===== config.mk =====
export PLATFORM = sky130hd
export DESIGN_NAME = cat_top
export DESIGN_NICKNAME = d
export VERILOG_FILES = /design/src/design/cat_edge.v /design/src/design/cat_count.v /design/src/design/cat_top.v
export VERILOG_INCLUDE_DIRS = /design/src /design/src/include
export SDC_FILE = /design/constraint.sdc
export NUM_CORES = 1
export LEC_CHECK = 0
export BUFFER_PORTS_ARGS = -buffer_cell sky130_fd_sc_hd__buf_2
export CORE_ASPECT_RATIO = 0.7
export CORE_UTILIZATION = 45
export DETAILED_ROUTE_END_ITERATION = 10
export PLACE_DENSITY = 0.66
export SLEW_MARGIN = 40
export SYNTH_ARGS = -nofsm -noshare
export SYNTH_HDL_FRONTEND = slang
export SYNTH_SLANG_ARGS = --single-unit

===== constraint.sdc =====
create_clock -name clk_sys -period 3.75 [get_ports clk_sys]
set_clock_uncertainty 0.05 [all_clocks]
set_input_delay 0 -clock clk_sys [delete_from_list [all_inputs] [get_ports clk_sys]]
set_output_delay 0 -clock clk_sys [all_outputs]
set_load 0.03 [all_outputs]

===== src/include/cat_consts.vh =====
/*
  Register map, field positions, codes and reset values of the
  acquisition trigger controller.
  Assumes inclusion by bare name from the design and bench files.
*/
`ifndef CAT_CONSTS_VH
`define CAT_CONSTS_VH

// byte offsets on the avalon slave
`define CAT_OFF_CMD 5'h00
`define CAT_OFF_CFG 5'h04
`define CAT_OFF_COUNT 5'h08
`define CAT_OFF_EXPO 5'h0C
`define CAT_OFF_PERIOD 5'h10
`define CAT_OFF_STATUS 5'h14

// command bits, self clearing
`define CAT_CMD_START 0
`define CAT_CMD_STOP 1
`define CAT_CMD_SOFT 2

// configuration fields
`define CAT_CFG_MODE_LSB 0
`define CAT_CFG_TRIG_EN 4
`define CAT_CFG_SRC_LSB 8
`define CAT_CFG_ACT_RISE 12
`define CAT_CFG_PW 13
`define CAT_CFG_USER_BIT 14
`define CAT_CFG_MASK 32'h00007713

// acquisition modes
`define CAT_MODE_CONT 2'h0
`define CAT_MODE_ONE 2'h1
`define CAT_MODE_MULTI 2'h2

// trigger sources
`define CAT_SRC_SOFT 3'h0
`define CAT_SRC_USER 3'h1
`define CAT_SRC_LINK 3'h2
`define CAT_SRC_TIMER 3'h3
`define CAT_SRC_HW 3'h4

// status bits
`define CAT_ST_ACTIVE 0
`define CAT_ST_WAIT 1
`define CAT_ST_EXPO 2
`define CAT_ST_READ 3
`define CAT_ST_STOPPING 4
`define CAT_ST_FRAMES_LSB 16

// reset values
`define CAT_RST_CFG 32'h00001000
`define CAT_RST_COUNT 16'h0001
`define CAT_RST_EXPO 24'h0003E8
`define CAT_RST_PERIOD 24'h00C350

`endif


===== src/design/cat_edge.v =====
/*
  Edge detector for one trigger signal, with an optional two-stage
  synchroniser in front.
  Assumes clk_sys and an asynchronous active-low reset.
*/
`timescale 1ns/1ps
`default_nettype none
module cat_edge #(
  parameter SYNC = 1
) (
  input wire clk_sys,
  input wire resetn,
  input wire sig_in,
  output reg rise,
  output reg fall
);
  wire cur;
  reg prev;
  generate
    if (SYNC != 0)
    begin : g_sync
      reg s1;
      reg s2;
      always @(posedge clk_sys or negedge resetn)
      begin
        if (!resetn)
        begin
          s1 <= 1'b0;
          s2 <= 1'b0;
        end
        else
        begin
          s1 <= sig_in;
          s2 <= s1;
        end
      end
      assign cur = s2;
    end
    else
    begin : g_direct
      assign cur = sig_in;
    end
  endgenerate
  always @(posedge clk_sys or negedge resetn)
  begin
    if (!resetn)
    begin
      prev <= 1'b0;
      rise <= 1'b0;
      fall <= 1'b0;
    end
    else
    begin
      prev <= cur;
      rise <= cur & ~prev;
      fall <= ~cur & prev;
    end
  end
endmodule
`default_nettype wire


===== src/design/cat_count.v =====
/*
  Loadable down counter; done pulses value cycles after the load,
  the load cycle counted.
  Assumes the loaded value is at least one.
*/
`timescale 1ns/1ps
`default_nettype none
module cat_count #(
  parameter W = 24
) (
  input wire clk_sys,
  input wire resetn,
  input wire load,
  input wire [W-1:0] value,
  input wire run,
  output reg done
);
  reg [W-1:0] cnt;
  always @(posedge clk_sys or negedge resetn)
  begin
    if (!resetn)
    begin
      cnt <= {W{1'b0}};
      done <= 1'b0;
    end
    else
    begin
      done <= 1'b0;
      if (load)
      begin
        // the load cycle is the first one, so a run lasts exactly value cycles
        cnt <= value - {{(W-1){1'b0}}, 1'b1};
        done <= (value == {{(W-1){1'b0}}, 1'b1});
      end
      else if (run && cnt != {W{1'b0}})
      begin
        cnt <= cnt - {{(W-1){1'b0}}, 1'b1};
        done <= (cnt == {{(W-1){1'b0}}, 1'b1});
      end
    end
  end
endmodule
`default_nettype wire


===== src/design/cat_top.v =====
/*
  Acquisition and exposure-start trigger controller: start and stop
  commands, continuous, one-shot and counted capture, free-run pacing
  capped by the sensor's least frame period, five trigger sources,
  timed or pulse-width exposure, avalon-mm register slave.
  Assumes clk_sys at 50 MHz, sensor_ready and min_frame_period from
  logic on clk_sys, link trigger and hardware line from other domains.
*/
`timescale 1ns/1ps
`default_nettype none
`include "cat_consts.vh"
module cat_top #(
  parameter TW = 24,
  parameter CW = 16
) (
  input wire clk_sys,
  input wire resetn,
  input wire [4:0] avs_address,
  input wire avs_read,
  input wire avs_write,
  input wire [31:0] avs_writedata,
  input wire [3:0] avs_byteenable,
  output reg [31:0] avs_readdata,
  output reg avs_waitrequest,
  input wire host_link_source,
  input wire timer_output_source,
  input wire hardware_input_source,
  input wire sensor_ready,
  input wire [TW-1:0] min_frame_period,
  output reg acq_active,
  output reg waiting_trigger,
  output reg exposure_active,
  output reg frame_start
);
  localparam ST_IDLE = 4'b0001;
  localparam ST_WAIT = 4'b0010;
  localparam ST_EXPO = 4'b0100;
  localparam ST_READ = 4'b1000;

  function [31:0] merge;
    input [31:0] old;
    input [31:0] val;
    input [3:0] be;
    integer i;
    begin
      for (i = 0; i < 4; i = i + 1)
        merge[i*8 +: 8] = be[i] ? val[i*8 +: 8] : old[i*8 +: 8];
    end
  endfunction

  // bit of the edge vector that belongs to a source code
  function pick;
    input [3:0] v;
    input [2:0] src;
    begin
      case (src)
        `CAT_SRC_USER: pick = v[0];
        `CAT_SRC_LINK: pick = v[1];
        `CAT_SRC_TIMER: pick = v[2];
        `CAT_SRC_HW: pick = v[3];
        default: pick = 1'b0;
      endcase
    end
  endfunction

  reg [31:0] cfg;
  reg [CW-1:0] multi_frame_target_count;
  reg [TW-1:0] expo_time;
  reg [TW-1:0] frame_period;
  reg cmd_start;
  reg cmd_stop;
  reg cmd_soft;
  reg [3:0] state;
  reg [3:0] next_state;
  reg stop_pending;
  reg pw_frame;
  reg kick;
  reg [CW-1:0] frames_done;

  wire [1:0] acq_mode = cfg[`CAT_CFG_MODE_LSB +: 2];
  wire trig_en = cfg[`CAT_CFG_TRIG_EN];
  wire [2:0] src = cfg[`CAT_CFG_SRC_LSB +: 3];
  wire act_rise = cfg[`CAT_CFG_ACT_RISE];
  wire user_bit_source = cfg[`CAT_CFG_USER_BIT];
  wire wr_ok = avs_write & ~avs_waitrequest;

  // avalon slave: one wait cycle, then the access completes
  // waitrequest leaves reset high, so no access can complete early
  always @(posedge clk_sys or negedge resetn)
  begin
    if (!resetn)
      avs_waitrequest <= 1'b1;
    else
      avs_waitrequest <= ~((avs_read | avs_write) & avs_waitrequest);
  end

  always @(posedge clk_sys or negedge resetn)
  begin
    if (!resetn)
      avs_readdata <= 32'h00000000;
    // loaded while waitrequest is high, so the data stand at the completing edge
    else if (avs_read && avs_waitrequest)
    begin
      case (avs_address)
        `CAT_OFF_CFG: avs_readdata <= cfg;
        `CAT_OFF_COUNT: avs_readdata <= {{(32-CW){1'b0}}, multi_frame_target_count};
        `CAT_OFF_EXPO: avs_readdata <= {{(32-TW){1'b0}}, expo_time};
        `CAT_OFF_PERIOD: avs_readdata <= {{(32-TW){1'b0}}, frame_period};
        `CAT_OFF_STATUS:
        begin
          avs_readdata <= 32'h00000000;
          avs_readdata[`CAT_ST_ACTIVE] <= acq_active;
          avs_readdata[`CAT_ST_WAIT] <= waiting_trigger;
          avs_readdata[`CAT_ST_EXPO] <= exposure_active;
          avs_readdata[`CAT_ST_READ] <= state[3];
          avs_readdata[`CAT_ST_STOPPING] <= stop_pending;
          avs_readdata[`CAT_ST_FRAMES_LSB +: CW] <= frames_done;
        end
        default: avs_readdata <= 32'h00000000;
      endcase
    end
  end

  // merged words are cut back to each register's width; upper lanes are dropped
  wire [31:0] count_word = merge({{(32-CW){1'b0}}, multi_frame_target_count},
    avs_writedata, avs_byteenable);
  wire [31:0] expo_word = merge({{(32-TW){1'b0}}, expo_time}, avs_writedata,
    avs_byteenable);
  wire [31:0] period_word = merge({{(32-TW){1'b0}}, frame_period}, avs_writedata,
    avs_byteenable);

  // settings; only one trigger type exists, so no selector is stored
  always @(posedge clk_sys or negedge resetn)
  begin
    if (!resetn)
    begin
      cfg <= `CAT_RST_CFG;
      multi_frame_target_count <= `CAT_RST_COUNT;
      expo_time <= `CAT_RST_EXPO;
      frame_period <= `CAT_RST_PERIOD;
    end
    else if (wr_ok)
    begin
      case (avs_address)
        `CAT_OFF_CFG: cfg <= merge(cfg, avs_writedata, avs_byteenable)
          & `CAT_CFG_MASK;
        `CAT_OFF_COUNT: multi_frame_target_count <= count_word[CW-1:0];
        `CAT_OFF_EXPO: expo_time <= expo_word[TW-1:0];
        `CAT_OFF_PERIOD: frame_period <= period_word[TW-1:0];
        default: ;
      endcase
    end
  end

  // command pulses live for exactly one cycle
  always @(posedge clk_sys or negedge resetn)
  begin
    if (!resetn)
    begin
      cmd_start <= 1'b0;
      cmd_stop <= 1'b0;
      cmd_soft <= 1'b0;
    end
    else
    begin
      cmd_start <= wr_ok && avs_address == `CAT_OFF_CMD && avs_byteenable[0]
        && avs_writedata[`CAT_CMD_START];
      cmd_stop <= wr_ok && avs_address == `CAT_OFF_CMD && avs_byteenable[0]
        && avs_writedata[`CAT_CMD_STOP];
      cmd_soft <= wr_ok && avs_address == `CAT_OFF_CMD && avs_byteenable[0]
        && avs_writedata[`CAT_CMD_SOFT];
    end
  end

  // edge detection; link and hardware line come from other domains
  wire [3:0] raw = {hardware_input_source, timer_output_source,
    host_link_source, user_bit_source};
  wire [3:0] rise_v;
  wire [3:0] fall_v;
  // the user bit is written on this clock, so it skips the synchroniser
  genvar gi;
  generate
    for (gi = 0; gi < 4; gi = gi + 1)
    begin : g_edge
      cat_edge #(
        .SYNC((gi == 1 || gi == 3) ? 1 : 0)
      ) u_edge (
        .clk_sys(clk_sys),
        .resetn(resetn),
        .sig_in(raw[gi]),
        .rise(rise_v[gi]),
        .fall(fall_v[gi])
      );
    end
  endgenerate

  wire ext_lead = (src == `CAT_SRC_SOFT) ? cmd_soft
    : (act_rise ? pick(rise_v, src) : pick(fall_v, src));
  wire ext_trail = act_rise ? pick(fall_v, src) : pick(rise_v, src);

  // free-run pacing: the least frame period caps the rate
  wire [TW-1:0] capped = (frame_period < min_frame_period)
    ? min_frame_period : frame_period;
  // a zero period or exposure would wrap the counter to its largest count, so it runs as one
  wire [TW-1:0] period_eff = (capped == {TW{1'b0}})
    ? {{(TW-1){1'b0}}, 1'b1} : capped;
  wire free_done;
  wire free_tick = kick | free_done;
  cat_count #(
    .W(TW)
  ) u_free (
    .clk_sys(clk_sys),
    .resetn(resetn),
    .load(free_tick),
    .value(period_eff),
    .run(acq_active & ~trig_en),
    .done(free_done)
  );

  // a free-run tick that meets a busy frame is simply lost
  wire trig = trig_en ? ext_lead : free_tick;
  // software source never uses pulse width
  wire pw_sel = trig_en && cfg[`CAT_CFG_PW]
    && src != `CAT_SRC_SOFT;
  wire [TW-1:0] expo_eff = (expo_time == {TW{1'b0}})
    ? {{(TW-1){1'b0}}, 1'b1} : expo_time;
  // stop wins over a trigger in the same cycle; that trigger is dropped
  wire accept = state[1] && trig && !cmd_stop;
  wire expo_done;
  cat_count #(
    .W(TW)
  ) u_expo (
    .clk_sys(clk_sys),
    .resetn(resetn),
    .load(accept),
    .value(expo_eff),
    .run(state[2] & ~pw_frame),
    .done(expo_done)
  );

  // a target of zero acts as one, since the first frame already meets it
  wire [CW-1:0] frames_next = frames_done + {{(CW-1){1'b0}}, 1'b1};
  wire last_frame = (acq_mode == `CAT_MODE_ONE)
    || (acq_mode == `CAT_MODE_MULTI
    && frames_next >= multi_frame_target_count);
  // pulse-width frames end on the opposite edge of the same source
  wire expo_end = pw_frame ? ext_trail : expo_done;

  always @*
  begin
    next_state = state;
    case (state)
      ST_IDLE:
        if (cmd_start)
          next_state = ST_WAIT;
      ST_WAIT:
        if (cmd_stop)
          next_state = ST_IDLE;
        else if (accept)
          next_state = ST_EXPO;
      ST_EXPO:
        if (expo_end)
          next_state = ST_READ;
      // a frame in readout always finishes before the block goes idle
      ST_READ:
        if (sensor_ready)
          next_state = (stop_pending || cmd_stop) ? ST_IDLE : ST_WAIT;
      default:
        next_state = ST_IDLE;
    endcase
  end

  always @(posedge clk_sys or negedge resetn)
  begin
    if (!resetn)
    begin
      state <= ST_IDLE;
      acq_active <= 1'b0;
      waiting_trigger <= 1'b0;
      exposure_active <= 1'b0;
      frame_start <= 1'b0;
      stop_pending <= 1'b0;
      pw_frame <= 1'b0;
      kick <= 1'b0;
      frames_done <= {CW{1'b0}};
    end
    else
    begin
      state <= next_state;
      waiting_trigger <= (next_state == ST_WAIT);
      exposure_active <= (next_state == ST_EXPO);
      acq_active <= (next_state != ST_IDLE);
      frame_start <= accept;
      kick <= cmd_start && state[0] && !trig_en;
      // exposure kind is latched per frame, so a mid-frame change cannot cut it
      if (accept)
        pw_frame <= pw_sel;
      // start while active is ignored, so a running count is never reset
      if (state[0] && cmd_start)
      begin
        frames_done <= {CW{1'b0}};
        stop_pending <= 1'b0;
      end
      else if (accept)
      begin
        frames_done <= frames_next;
        // set wins: the last accepted frame always arms the stop
        stop_pending <= stop_pending | last_frame;
      end
      else if (cmd_stop && (state[2] || state[3]) && next_state != ST_IDLE)
        stop_pending <= 1'b1;
      else if (next_state == ST_IDLE)
        stop_pending <= 1'b0;
    end
  end
endmodule
`default_nettype wire


==> flow_metrics.py, run 1 <==
metrics = {
    "run_status": {
        "status": "finished, final reports clean",
    },
    "synth": {
        "synth_area_um2": 12250,
        "synth_edf_count": 0,
        "synth_seq_cells": 202,
        "synthTopCellsByArea": "dfrtp_1 (38%), mux2_2 (5.9%), xnor2_1 (5.0%)",
        "ys_types": 89,
        "async_flop_share_pct": 100.0,
        "ys_warn_count": 0,
        "synth.largest_area_cell": "dfrtp_1",
        "syn_area_per_cell_um2": 9.558,
        "syn_nets": 1403,
        "synth-main-ff-cell": "dfrtp_1",
        "yosysSeqAreaShare_pct": 41.42,
        "yosys.area.top_type_share_pct": 37.99,
        "synthCells": 1282,
    },
    "sta": {
        "period_share_pct": 97.18,
        "relSlewSlack_pct": 46.40,
        "final.setup.tns_ns": 0,
        "min_period_ns": 3.644,
        "rsz0062_at_grt": "yes",
        "finalHoldViolCount": 0,
        "worst_pin_slew_ns": 0.8010,
        "clock.fmax_ghz": 0.2744,
        "setup_viol": 0,
        "drv_slew": 0,
    },
    "clock_network": {
        "clk_path_buf_depth": 3,
        "htree_levels": 1,
        "clock-sinks": 202,
        "clock_latency_ns": 0.55,
        "cts-root-buf": "clkbuf_16",
        "cts_tree": "yes",
        "clkTransAtPathRegs_ns": 0.06,
        "cts_made_buffers": 23,
    },
    "floorplan": {
        "boundaryPins": 110,
        "start_util_pct": 45.87,
        "die_area_um2": 27900,
        "die_h_um": 140.1,
        "rows": 50,
        "core_region_area_um2": 26710,
        "fp.dieW_um": 199.2,
    },
    "global_routing": {
        "antenna_found_initial": 0,
        "grt-ovfl-total": 0,
        "track_usage_pct": 26.91,
        "grt_pass1_vias": 10270,
        "grt_max_degree": 71,
        "grt_pass1_wl_mm": 57.68,
    },
    "route": {
        "ant_nets": 0,
        "dr_total_vias": 10540,
        "vias_per_cell": 5.668,
        "drtIter0Drc": 1125,
        "drcViolationCount": 0,
        "routedWlPerCell_um": 19.74,
        "drt_wl_total_mm": 36.71,
        "drt_first_pass_iters": 5,
    },
    "cells_and_area": {
        "final_common_cell": "dfrtp_1",
        "final_cell_mix": "dfrtp_1 (186), nand2_1 (131), nor2_1 (104)",
        "antenna_cells": 0,
        "syn2layout_area_growth_pct": 22.51,
        "drive_above_1_share_pct": 23.13,
        "fin_area_um2": 15010,
        "fin_util_pct": 56.19,
        "fin_nets": 1600,
    },
    "placement": {
        "finalWeightedCongestion": 0.9612,
        "place_hpwl_mm": 27.20,
        "port_buffers": 100,
        "post_dp_cell_area_um2": 13410,
    },
    "worst_setup_path": {
        "worstPathRequired_ns": 4.11,
        "critPathCaptureType": "flip-flop",
        "crit_fanout": 16,
        "reg2reg_depth": 15,
        "cp.arrival_ns": 4.01,
        "r2r_slack_ns": 0.11,
        "crit_cells": 15,
        "slowest_delay_ns": 0.40,
        "crit_chain": "ha_1 > nand4_1 > nor4_4 > nand2_1 > nand3_1 > buf_4 > nor3_2 > a21oi_2 > ha_4 > inv_2 > or3_4 > or4_1 > mux2i_1 > xor2_1 > o21ai_1",
        "critical_path_buf_inv_count": 2,
        "start_kind": "flip-flop",
        "crit_family": "simple AND/OR/NAND/NOR gates",
        "worst-setup-path-type": "flip-flop to flip-flop",
        "slowest_stage": "or4_1",
    },
    "power_and_ir_drop": {
        "p_leak_uw": 0.006867,
        "ir_drop_mv": 0.3612,
        "p_per_area_nw_per_um2": 412.2,
        "power.total_uw": 6187,
    },
    "run": {
        "maxCapViolations": 0,
    },
    "min_path": {
        "hold_class": "input pin to async pin",
    },
}
## state kept, by name, indices dropped and copies added, names as in the netlist, 2 cells and up
| signal | flops |
|---|---|
| u_free.cnt | 24 |
| frames_done | 16 |
| g_edge.u_edge.g_sync.s1 | 2 |
| multi_frame_target_count | 16 |
| g_edge.u_edge.cur | 2 |
| cfg | 9 |
| u_expo.cnt | 24 |
| g_edge.u_edge.prev | 4 |
| state | 4 |
| avs_readdata | 32 |
| g_edge.u_edge.fall | 4 |
| expo_time | 24 |
| g_edge.u_edge.rise | 4 |
| frame_period | 24 |
## what timing repair did
item	CTS	global route
endpoints found under the setup margin	1	11
pin swaps	5	12
endpoints found under the hold margin	221	0
gates resized for setup	4	20
setup buffers	2	6
hold buffers	59	0
cloned	0	0
## cell families (layout without fill, tap and decap cells)
kind of cell	count (synthesis)	in the layout	share of synthesized area [%]
AO/OA/AOI/OAI	247	247	12.69
XOR/XNOR	110	110	7.863
adder cells (fa/ha/maj)	48	48	4.901
buffers and inverters	99	313	3.431
flip-flops	202	202	41.42
multiplexers	92	92	8.486
AND/OR/NAND/NOR	484	484	21.21
## report_power, final
group	switching, µW	internal (µW)
sequential	156	2330
combinational	706	540
clock	964	1500
## metrics by stage
step                hold slack [ns]  worst slack [ns]  cells
finish                     0.002389            0.1058   1860
global route                0.04261           -0.1274   1860
CTS                       0.0008604          0.004146   1854
detailed placement          0.01026           -0.1041   1751
global placement           0.008946          -0.02637   1751
floorplan                   -0.3456           0.01465   1282
## cells in the mapped netlist, drive strengths merged, types with 13 or more instances
| cell | count |
|---|---|
| nor2b | 18 |
| mux2 | 65 |
| o21ai | 88 |
| xnor2 | 70 |
| inv | 52 |
| mux2i | 25 |
| nand4 | 16 |
| xor2 | 40 |
| or3 | 14 |
| nand3 | 28 |
| nor3 | 60 |
| and3 | 16 |
| dfrtp | 186 |
| nor2 | 108 |
| buf | 24 |
| a22o | 13 |
| and2 | 14 |
| dfstp | 16 |
| clkbuf | 23 |
| a21oi | 73 |
| ha | 48 |
| nand2 | 135 |
| nor4 | 19 |
## worst register-to-register path, cell delays in order (launching register included)
cell and delay, ns:
dfrtp_1 0.39, ha_1 0.30, nand4_1 0.21, nor4_4 0.31, nand2_1 0.11, nand3_1 0.21, buf_4 0.29, nor3_2 0.07
a21oi_2 0.20, ha_4 0.18, inv_2 0.04, or3_4 0.38, or4_1 0.40, mux2i_1 0.16, xor2_1 0.16, o21ai_1 0.07
## metal layers
metal / vias to the layer above / share of wire, % / wire [µm] / track usage (%)
met5: - / 0.34 / 124 / 3.351
met4: 2 / 2.2 / 804 / 6.356
met3: 56 / 8.2 / 3019 / 5.634
met2: 401 / 42 / 15280 / 38.00
met1: 5121 / 48 / 17480 / 41.22
li1: 4963 / - / - / -
## final timing paths
| check | endpoint | startpoint |
|---|---|---|
| worst max-delay path | u_free.cnt[20] | frame_period[17] |
| worst min-delay path | u_free.cnt[11] | resetn |
| worst max register to register | u_free.cnt[20] | frame_period[17] |
| worst min register to register | g_edge[1].u_edge.cur | g_edge[1].u_edge.g_sync.s1 |
| max in group asynchronous | cfg[12] | resetn |
| min in group clk_sys | multi_frame_target_count[14] | avs_byteenable[1] |
## area by class of cell
cell class              count  area (µm²)
multi-input cells         981        6880
flip-flops and latches    202        5075
clock buffers              32       649.4
inverters                  52       195.2
fillers                  2362       11700
repair buffers            219        1582
well taps                 364       455.4
clock inverters            10       173.9
Note: power is estimated with default switching activity, not from simulation.
==> run 2: changes to the inputs <==
- ABC_AREA: not set -> 1
- PLACE_DENSITY: 0.66 -> 0.65
- SLEW_MARGIN: 40 -> not set
==> run 2 against run 1 <==
Net effect:
- fmax fell by 0.91%
- wire length up 6.3%
- power grew 3.2%
- area after synthesis increased by 1.4%
- largest power group unchanged
- first-iteration DRC count is 5.2% lower
- via count increased by 15%
- design area increased by 0.10%
==> flow_metrics.py, run 2 <==
metrics = {
    "floorplan": {
        "start_util_pct": 46.20,
        "die_area_um2": 28290,
        "boundaryPins": 110,
        "rows": 50,
        "core_region_area_um2": 26900,
        "die_h_um": 141.0,
        "fp.dieW_um": 200.6,
    },
    "sta": {
        "min_period_ns": 3.678,
        "worst_slack_ns": 0.07250,
        "relSlewSlack_pct": 43.25,
        "period_share_pct": 98.07,
        "final.setup.tns_ns": 0,
        "clock.fmax_ghz": 0.2719,
        "worst_pin_slew_ns": 0.8513,
        "rsz0062_at_grt": "yes",
        "drv_slew": 0,
        "finalHoldViolCount": 0,
        "setup_viol": 0,
    },
    "cells_and_area": {
        "num-fill-cells": 2581,
        "largest_reg_flops": 32,
        "final_cell_mix": "nand2_1 (383), inv_1 (231), dfrtp_1 (186)",
        "multi_input_area_um2": 6356,
        "final_cells": 2243,
        "antenna_cells": 0,
        "regMostFlops": "avs_readdata",
        "drive_above_1_share_pct": 15.11,
        "ff_latch_area_um2": 5075,
        "fin_util_pct": 55.86,
        "fin_nets": 1984,
        "final_common_cell": "nand2_1",
        "syn2layout_area_growth_pct": 20.91,
    },
    "clock_network": {
        "htree_levels": 1,
        "clock_latency_ns": 0.52,
        "clkTransAtPathRegs_ns": 0.07,
        "clock-sinks": 202,
        "cts_tree": "yes",
        "clk_path_buf_depth": 3,
        "cts_made_buffers": 22,
        "cts-root-buf": "clkbuf_16",
    },
    "global_routing": {
        "track_usage_pct": 27.16,
        "grt_pass1_vias": 10970,
        "antenna_found_initial": 1,
        "grt-ovfl-total": 0,
        "grt_max_degree": 102,
        "grt_pass1_wl_mm": 60.26,
    },
    "worst_setup_path": {
        "reg2reg_depth": 24,
        "worstPathRequired_ns": 4.11,
        "critPathLaunch": "frame_period[15]",
        "cp.arrival_ns": 4.04,
        "worst-setup-path-type": "flip-flop to flip-flop",
        "start_kind": "flip-flop",
        "critPathCaptureType": "flip-flop",
        "crit_fanout": 6,
        "r2r_start": "frame_period[15]",
    },
    "route": {
        "dr_total_vias": 12110,
        "vias_per_cell": 5.398,
        "ant_nets": 0,
        "drt_wl_total_mm": 39.02,
        "routedWlPerCell_um": 17.40,
        "drtIter0Drc": 1066,
        "drcViolationCount": 0,
        "drt_first_pass_iters": 7,
    },
    "power_and_ir_drop": {
        "ir_drop_mv": 0.3293,
        "power.total_uw": 6384,
        "p_per_area_nw_per_um2": 424.9,
        "p_leak_uw": 0.007615,
    },
    "placement": {
        "preCtsSetupSlack_ns": 0.1088,
        "finalWeightedCongestion": 0.9417,
        "placedCellCount": 2147,
        "place_hpwl_mm": 29.45,
        "port_buffers": 100,
    },
    "synth": {
        "async_flop_share_pct": 100.0,
        "synthTopCellsByArea": "dfrtp_1 (37%), nand2_1 (12%), o21ai_0 (7.3%)",
        "yosysSeqAreaShare_pct": 40.84,
        "ys_types": 54,
        "synthCells": 1683,
        "synth_area_um2": 12430,
        "synth_seq_cells": 202,
        "synth.largest_area_cell": "dfrtp_1",
        "syn_area_per_cell_um2": 7.384,
        "synth_most_common_cell": "nand2_1",
        "synth_edf_count": 0,
        "syn_nets": 1804,
        "yosys.area.top_type_share_pct": 37.45,
        "synth-main-ff-cell": "dfrtp_1",
        "netlist_top_cells_count": "nand2_1 (388), inv_1 (231), dfrtp_1 (186), o21ai_0 (182), nor2_1 (181)",
        "ys_warn_count": 0,
    },
    "run": {
        "maxCapViolations": 0,
    },
    "min_path": {
        "worstHoldPathCells": 6,
        "hold_class": "input pin to flip-flop",
        "min_from": "min_frame_period[12]",
    },
    "run_status": {
        "status": "finished, final reports clean",
    },
}
-- run 2: cell types whose count changed after synthesis, sizes merged, moves of 53 or more --
cell   before  now
nand2     135  401
inv        52  237
o21ai      88  191
nor2      108  192
mux2       65    0
xnor2      70   14
nand3      28   81
-- run 2: per-stage QoR --
stage | hold slack (ns) | cell area [µm²]
after floorplan | -0.3456 | 12430
after global routing | 0.05258 | 15030
after global placement | 0.06344 | 13580
after detailed placement | 0.05982 | 13580
final | 0.03005 | 15030
after CTS | 0.01301 | 14750
-- run 2: cell type report --
type	count	area share [%]
Clock inverter	16	1.033
Multi-Input combinational cell	1189	42.30
Clock buffer	24	3.855
Timing Repair Buffer	208	9.992
Inverter	240	6.012
Tap cell	364	3.031
Sequential cell	202	33.77
-- run 2: logic make-up (layout without fill, tap and decap cells) --
kind of cell | count (synthesis) | in the layout | share of synthesized area (%)
AND/OR/NAND/NOR | 763 | 763 | 26.55
AO/OA/AOI/OAI | 314 | 314 | 14.17
buffers and inverters | 292 | 488 | 9.102
flip-flops | 202 | 202 | 40.84
XOR/XNOR | 64 | 64 | 4.511
adder cells (fa/ha/maj) | 48 | 48 | 4.833
-- run 2: worst max-delay path, stage by stage (launching register included) --
cell,delay (ns)
dfstp_2,0.53
ha_1,0.24
a21o_1,0.17
nor2_2,0.09
nand2_2,0.09
a21oi_4,0.30
nand2_4,0.15
buf_12,0.18
o21ai_4,0.17
nor2_4,0.06
nand2_2,0.09
nor2_4,0.05
nand3_4,0.06
nand2_4,0.06
inv_4,0.07
ha_4,0.14
nand2_4,0.06
nor2_4,0.16
nand3_4,0.12
nor3_4,0.31
nand2_1,0.09
a21oi_1,0.14
o21ai_1,0.08
nand3_1,0.07
inv_1,0.04
-- run 2: path summary, 6_finish.rpt --
check,endpoint,slack (ns)
setup reg to reg,u_free.cnt[18],0.07
hold / removal,u_free.cnt[12],0.03
setup / recovery,u_free.cnt[18],0.07
hold reg to reg,g_edge[1].u_edge.cur,0.30
min in group asynchronous,g_edge[3].u_edge.g_sync.s1,0.07
max in group asynchronous,avs_waitrequest,2.56
-- run 2: what timing repair did --
item                                    4_1_cts  5_1_grt
endpoints found under the setup margin        0        7
hold endpoints to repair                    172        0
resized for setup                             0       38
setup buffers                                 0        7
hold buffers                                 44        0
-- run 2: power breakdown --
part | switching, µW | internal, µW
combinational | 907 | 587
sequential | 272 | 2400
clock | 949 | 1270
-- run 2: layer usage --
metal | vias to the layer above | track usage (%) | wire length, µm
li1 | 5834 | - | -
met1 | 5727 | 41.79 | 18730
met2 | 500 | 39.58 | 16230
met3 | 46 | 4.554 | 3368
met4 | 0 | 5.906 | 700
met5 | - | 0 | 0
==> run 3: changes to the inputs <==
- CORE_UTILIZATION: 45 -> 55
- PLACE_DENSITY: 0.65 -> 0.77
==> run 3 against run 2 <==
Net effect:
- sequential share of layout area decreased by 0.19 points
- setup slack worse by 0.052 ns
- clock power up 6%
- sequential power barely moved
- largest power group unchanged
- sequential cell count unchanged
- critical path type unchanged
- register-to-register slack got worse by 0.05 ns
- first-iteration DRC count up 65%
- hold slack improved by 0.011 ns
- wire length is 3.8% higher
- critical endpoint unchanged
==> flow_metrics.py, run 3 (synthesis results as in run 2) <==
metrics = {
    "cells_and_area": {
        "largest_reg_flops": 32,
        "syn2layout_area_growth_pct": 21.60,
        "fin_util_pct": 68.99,
        "fin_nets": 1986,
        "regMostFlops": "avs_readdata",
        "drive_above_1_share_pct": 16.16,
        "num-fill-cells": 1780,
        "final_cell_mix": "nand2_1 (376), inv_1 (231), dfrtp_1 (186)",
        "final_common_cell": "nand2_1",
        "fin_area_um2": 15110,
        "antenna_cells": 0,
    },
    "placement": {
        "port_buffers": 100,
        "place_hpwl_mm": 29.43,
        "finalWeightedCongestion": 1.038,
        "post_dp_cell_area_um2": 13450,
    },
    "sta": {
        "setup_viol": 0,
        "fin_hold_ws_ns": 0.04070,
        "clock.fmax_ghz": 0.2681,
        "finalHoldViolCount": 0,
        "relSlewSlack_pct": 33.92,
        "period_share_pct": 99.46,
        "drv_slew": 0,
        "worst_pin_slew_ns": 0.9912,
        "min_period_ns": 3.730,
        "rsz0062_at_grt": "yes",
    },
    "global_routing": {
        "antenna_found_initial": 1,
        "grt_pass1_vias": 11440,
        "grt-ovfl-total": 0,
        "track_usage_pct": 34.63,
        "grt_pass1_wl_mm": 62.27,
        "grt_max_degree": 112,
    },
    "worst_setup_path": {
        "crit_fanout": 8,
        "worst-setup-path-type": "flip-flop to flip-flop",
        "cp_common_cell": "nand2_4",
        "critPathCaptureType": "flip-flop",
        "worstPathRequired_ns": 4.11,
        "cp.arrival_ns": 4.09,
        "slowest_stage": "dfstp_2",
        "start_kind": "flip-flop",
        "slowest_delay_ns": 0.58,
    },
    "power_and_ir_drop": {
        "ir_drop_mv": 0.4121,
        "p_switching_uw": 2195,
        "p_per_area_nw_per_um2": 435.8,
        "power.total_uw": 6585,
        "seq_power_share_pct": 40.7,
        "clockPowerShare_pct": 35.7,
        "combPwrFrac_pct": 23.6,
        "p_int_uw": 4390,
        "p_leak_uw": 0.007666,
        "p_sw_share_pct": 33.33,
    },
    "floorplan": {
        "start_util_pct": 56.74,
        "core_region_area_um2": 21900,
        "die_area_um2": 23210,
        "fp.dieW_um": 181.7,
        "rows": 45,
        "die_h_um": 127.8,
        "boundaryPins": 110,
    },
    "clock_network": {
        "clk_path_buf_depth": 3,
        "clock-sinks": 202,
        "cts_tree": "yes",
        "clock_latency_ns": 0.53,
        "cts_made_buffers": 22,
        "clkTransAtPathRegs_ns": 0.07,
        "htree_levels": 1,
        "cts-root-buf": "clkbuf_16",
    },
    "route": {
        "routedWlPerCell_um": 18.72,
        "dr_total_vias": 12630,
        "drcViolationCount": 0,
        "drt_first_pass_iters": 6,
        "drt_wl_total_mm": 40.50,
        "drtIter0Drc": 1763,
        "vias_per_cell": 5.837,
        "ant_nets": 0,
    },
    "run_status": {
        "status": "finished, final reports clean",
    },
    "min_path": {
        "hold_class": "input pin to flip-flop",
    },
    "run": {
        "maxCapViolations": 0,
    },
}
## run 3: repair_timing
action	CTS	global route
setup endpoints to repair	0	10
gates resized for setup	0	59
buffers inserted	0	12
hold endpoints to repair	188	0
hold buffers	46	0
## run 3: power groups by stage
stage | sequential [µW] | combinational, µW | clock (µW)
final | 2680 | 1550 | 2350
after global placement | 2690 | 1340 | 0
after detailed placement | 2690 | 1390 | 0
after floorplan | 2620 | 955 | 0
after global routing | 2700 | 1720 | 2440
after CTS | 2660 | 1430 | 2350
## run 3: layout make-up
| cell class | instances | area, µm² | share of cell area [%] |
|---|---|---|---|
| multi-input cells | 1189 | 6476 | 42.86 |
| flip-flops and latches | 202 | 5075 | 33.58 |
| repair buffers | 210 | 1526 | 10.10 |
| inverters | 240 | 903.4 | 5.978 |
| clock buffers | 28 | 623.1 | 4.124 |
| well taps | 282 | 352.8 | 2.335 |
| clock inverters | 12 | 153.9 | 1.018 |
## run 3: path summary, 6_finish.rpt
| path | startpoint | to | slack (ns) | depth (start not counted) |
|---|---|---|---|---|
| max | frame_period[14] | u_free.cnt[18] | 0.02 | 26 |
| min | min_frame_period[23] | u_free.cnt[23] | 0.04 | 6 |
| max reg2reg | frame_period[14] | u_free.cnt[18] | 0.02 | 26 |
| min reg2reg | g_edge[1].u_edge.g_sync.s1 | g_edge[1].u_edge.cur | 0.30 | 0 |
| max in group asynchronous | resetn | u_free.cnt[4] | 2.53 | 3 |
| min in group asynchronous | resetn | g_edge[2].u_edge.rise | 0.14 | 2 |
## run 3: worst max-delay path, delay by kind of cell, from the launching register on
family	cells	cell delay, ns
AO/OA/AOI/OAI	5	0.70
AND/OR/NAND/NOR	15	1.44
flip-flops	1	0.58
adder cells (fa/ha/maj)	2	0.36
buffers and inverters	4	0.47
## run 3: stage by stage
| step | setup slack [ns] | setup TNS [ns] | std cells |
|---|---|---|---|
| 2_1_floorplan | 0.5248 | 0 | 1683 |
| 3_5_place_dp | 0.1181 | 0 | 2061 |
| 5_1_grt | -0.1753 | -0.4219 | 2163 |
| 3_3_place_gp | 0.2268 | 0 | 2061 |
| 6_report | 0.02017 | 0 | 2163 |
| 4_1_cts | 0.08781 | 0 | 2147 |
## run 3: layer usage
layer	share of wire [%]	vias to the layer above	GRT usage (%)
li1	-	5841	-
met1	46	5936	55.03
met2	40	767	48.03
met3	12	82	6.477
met4	2.2	0	7.926
met5	0	-	0
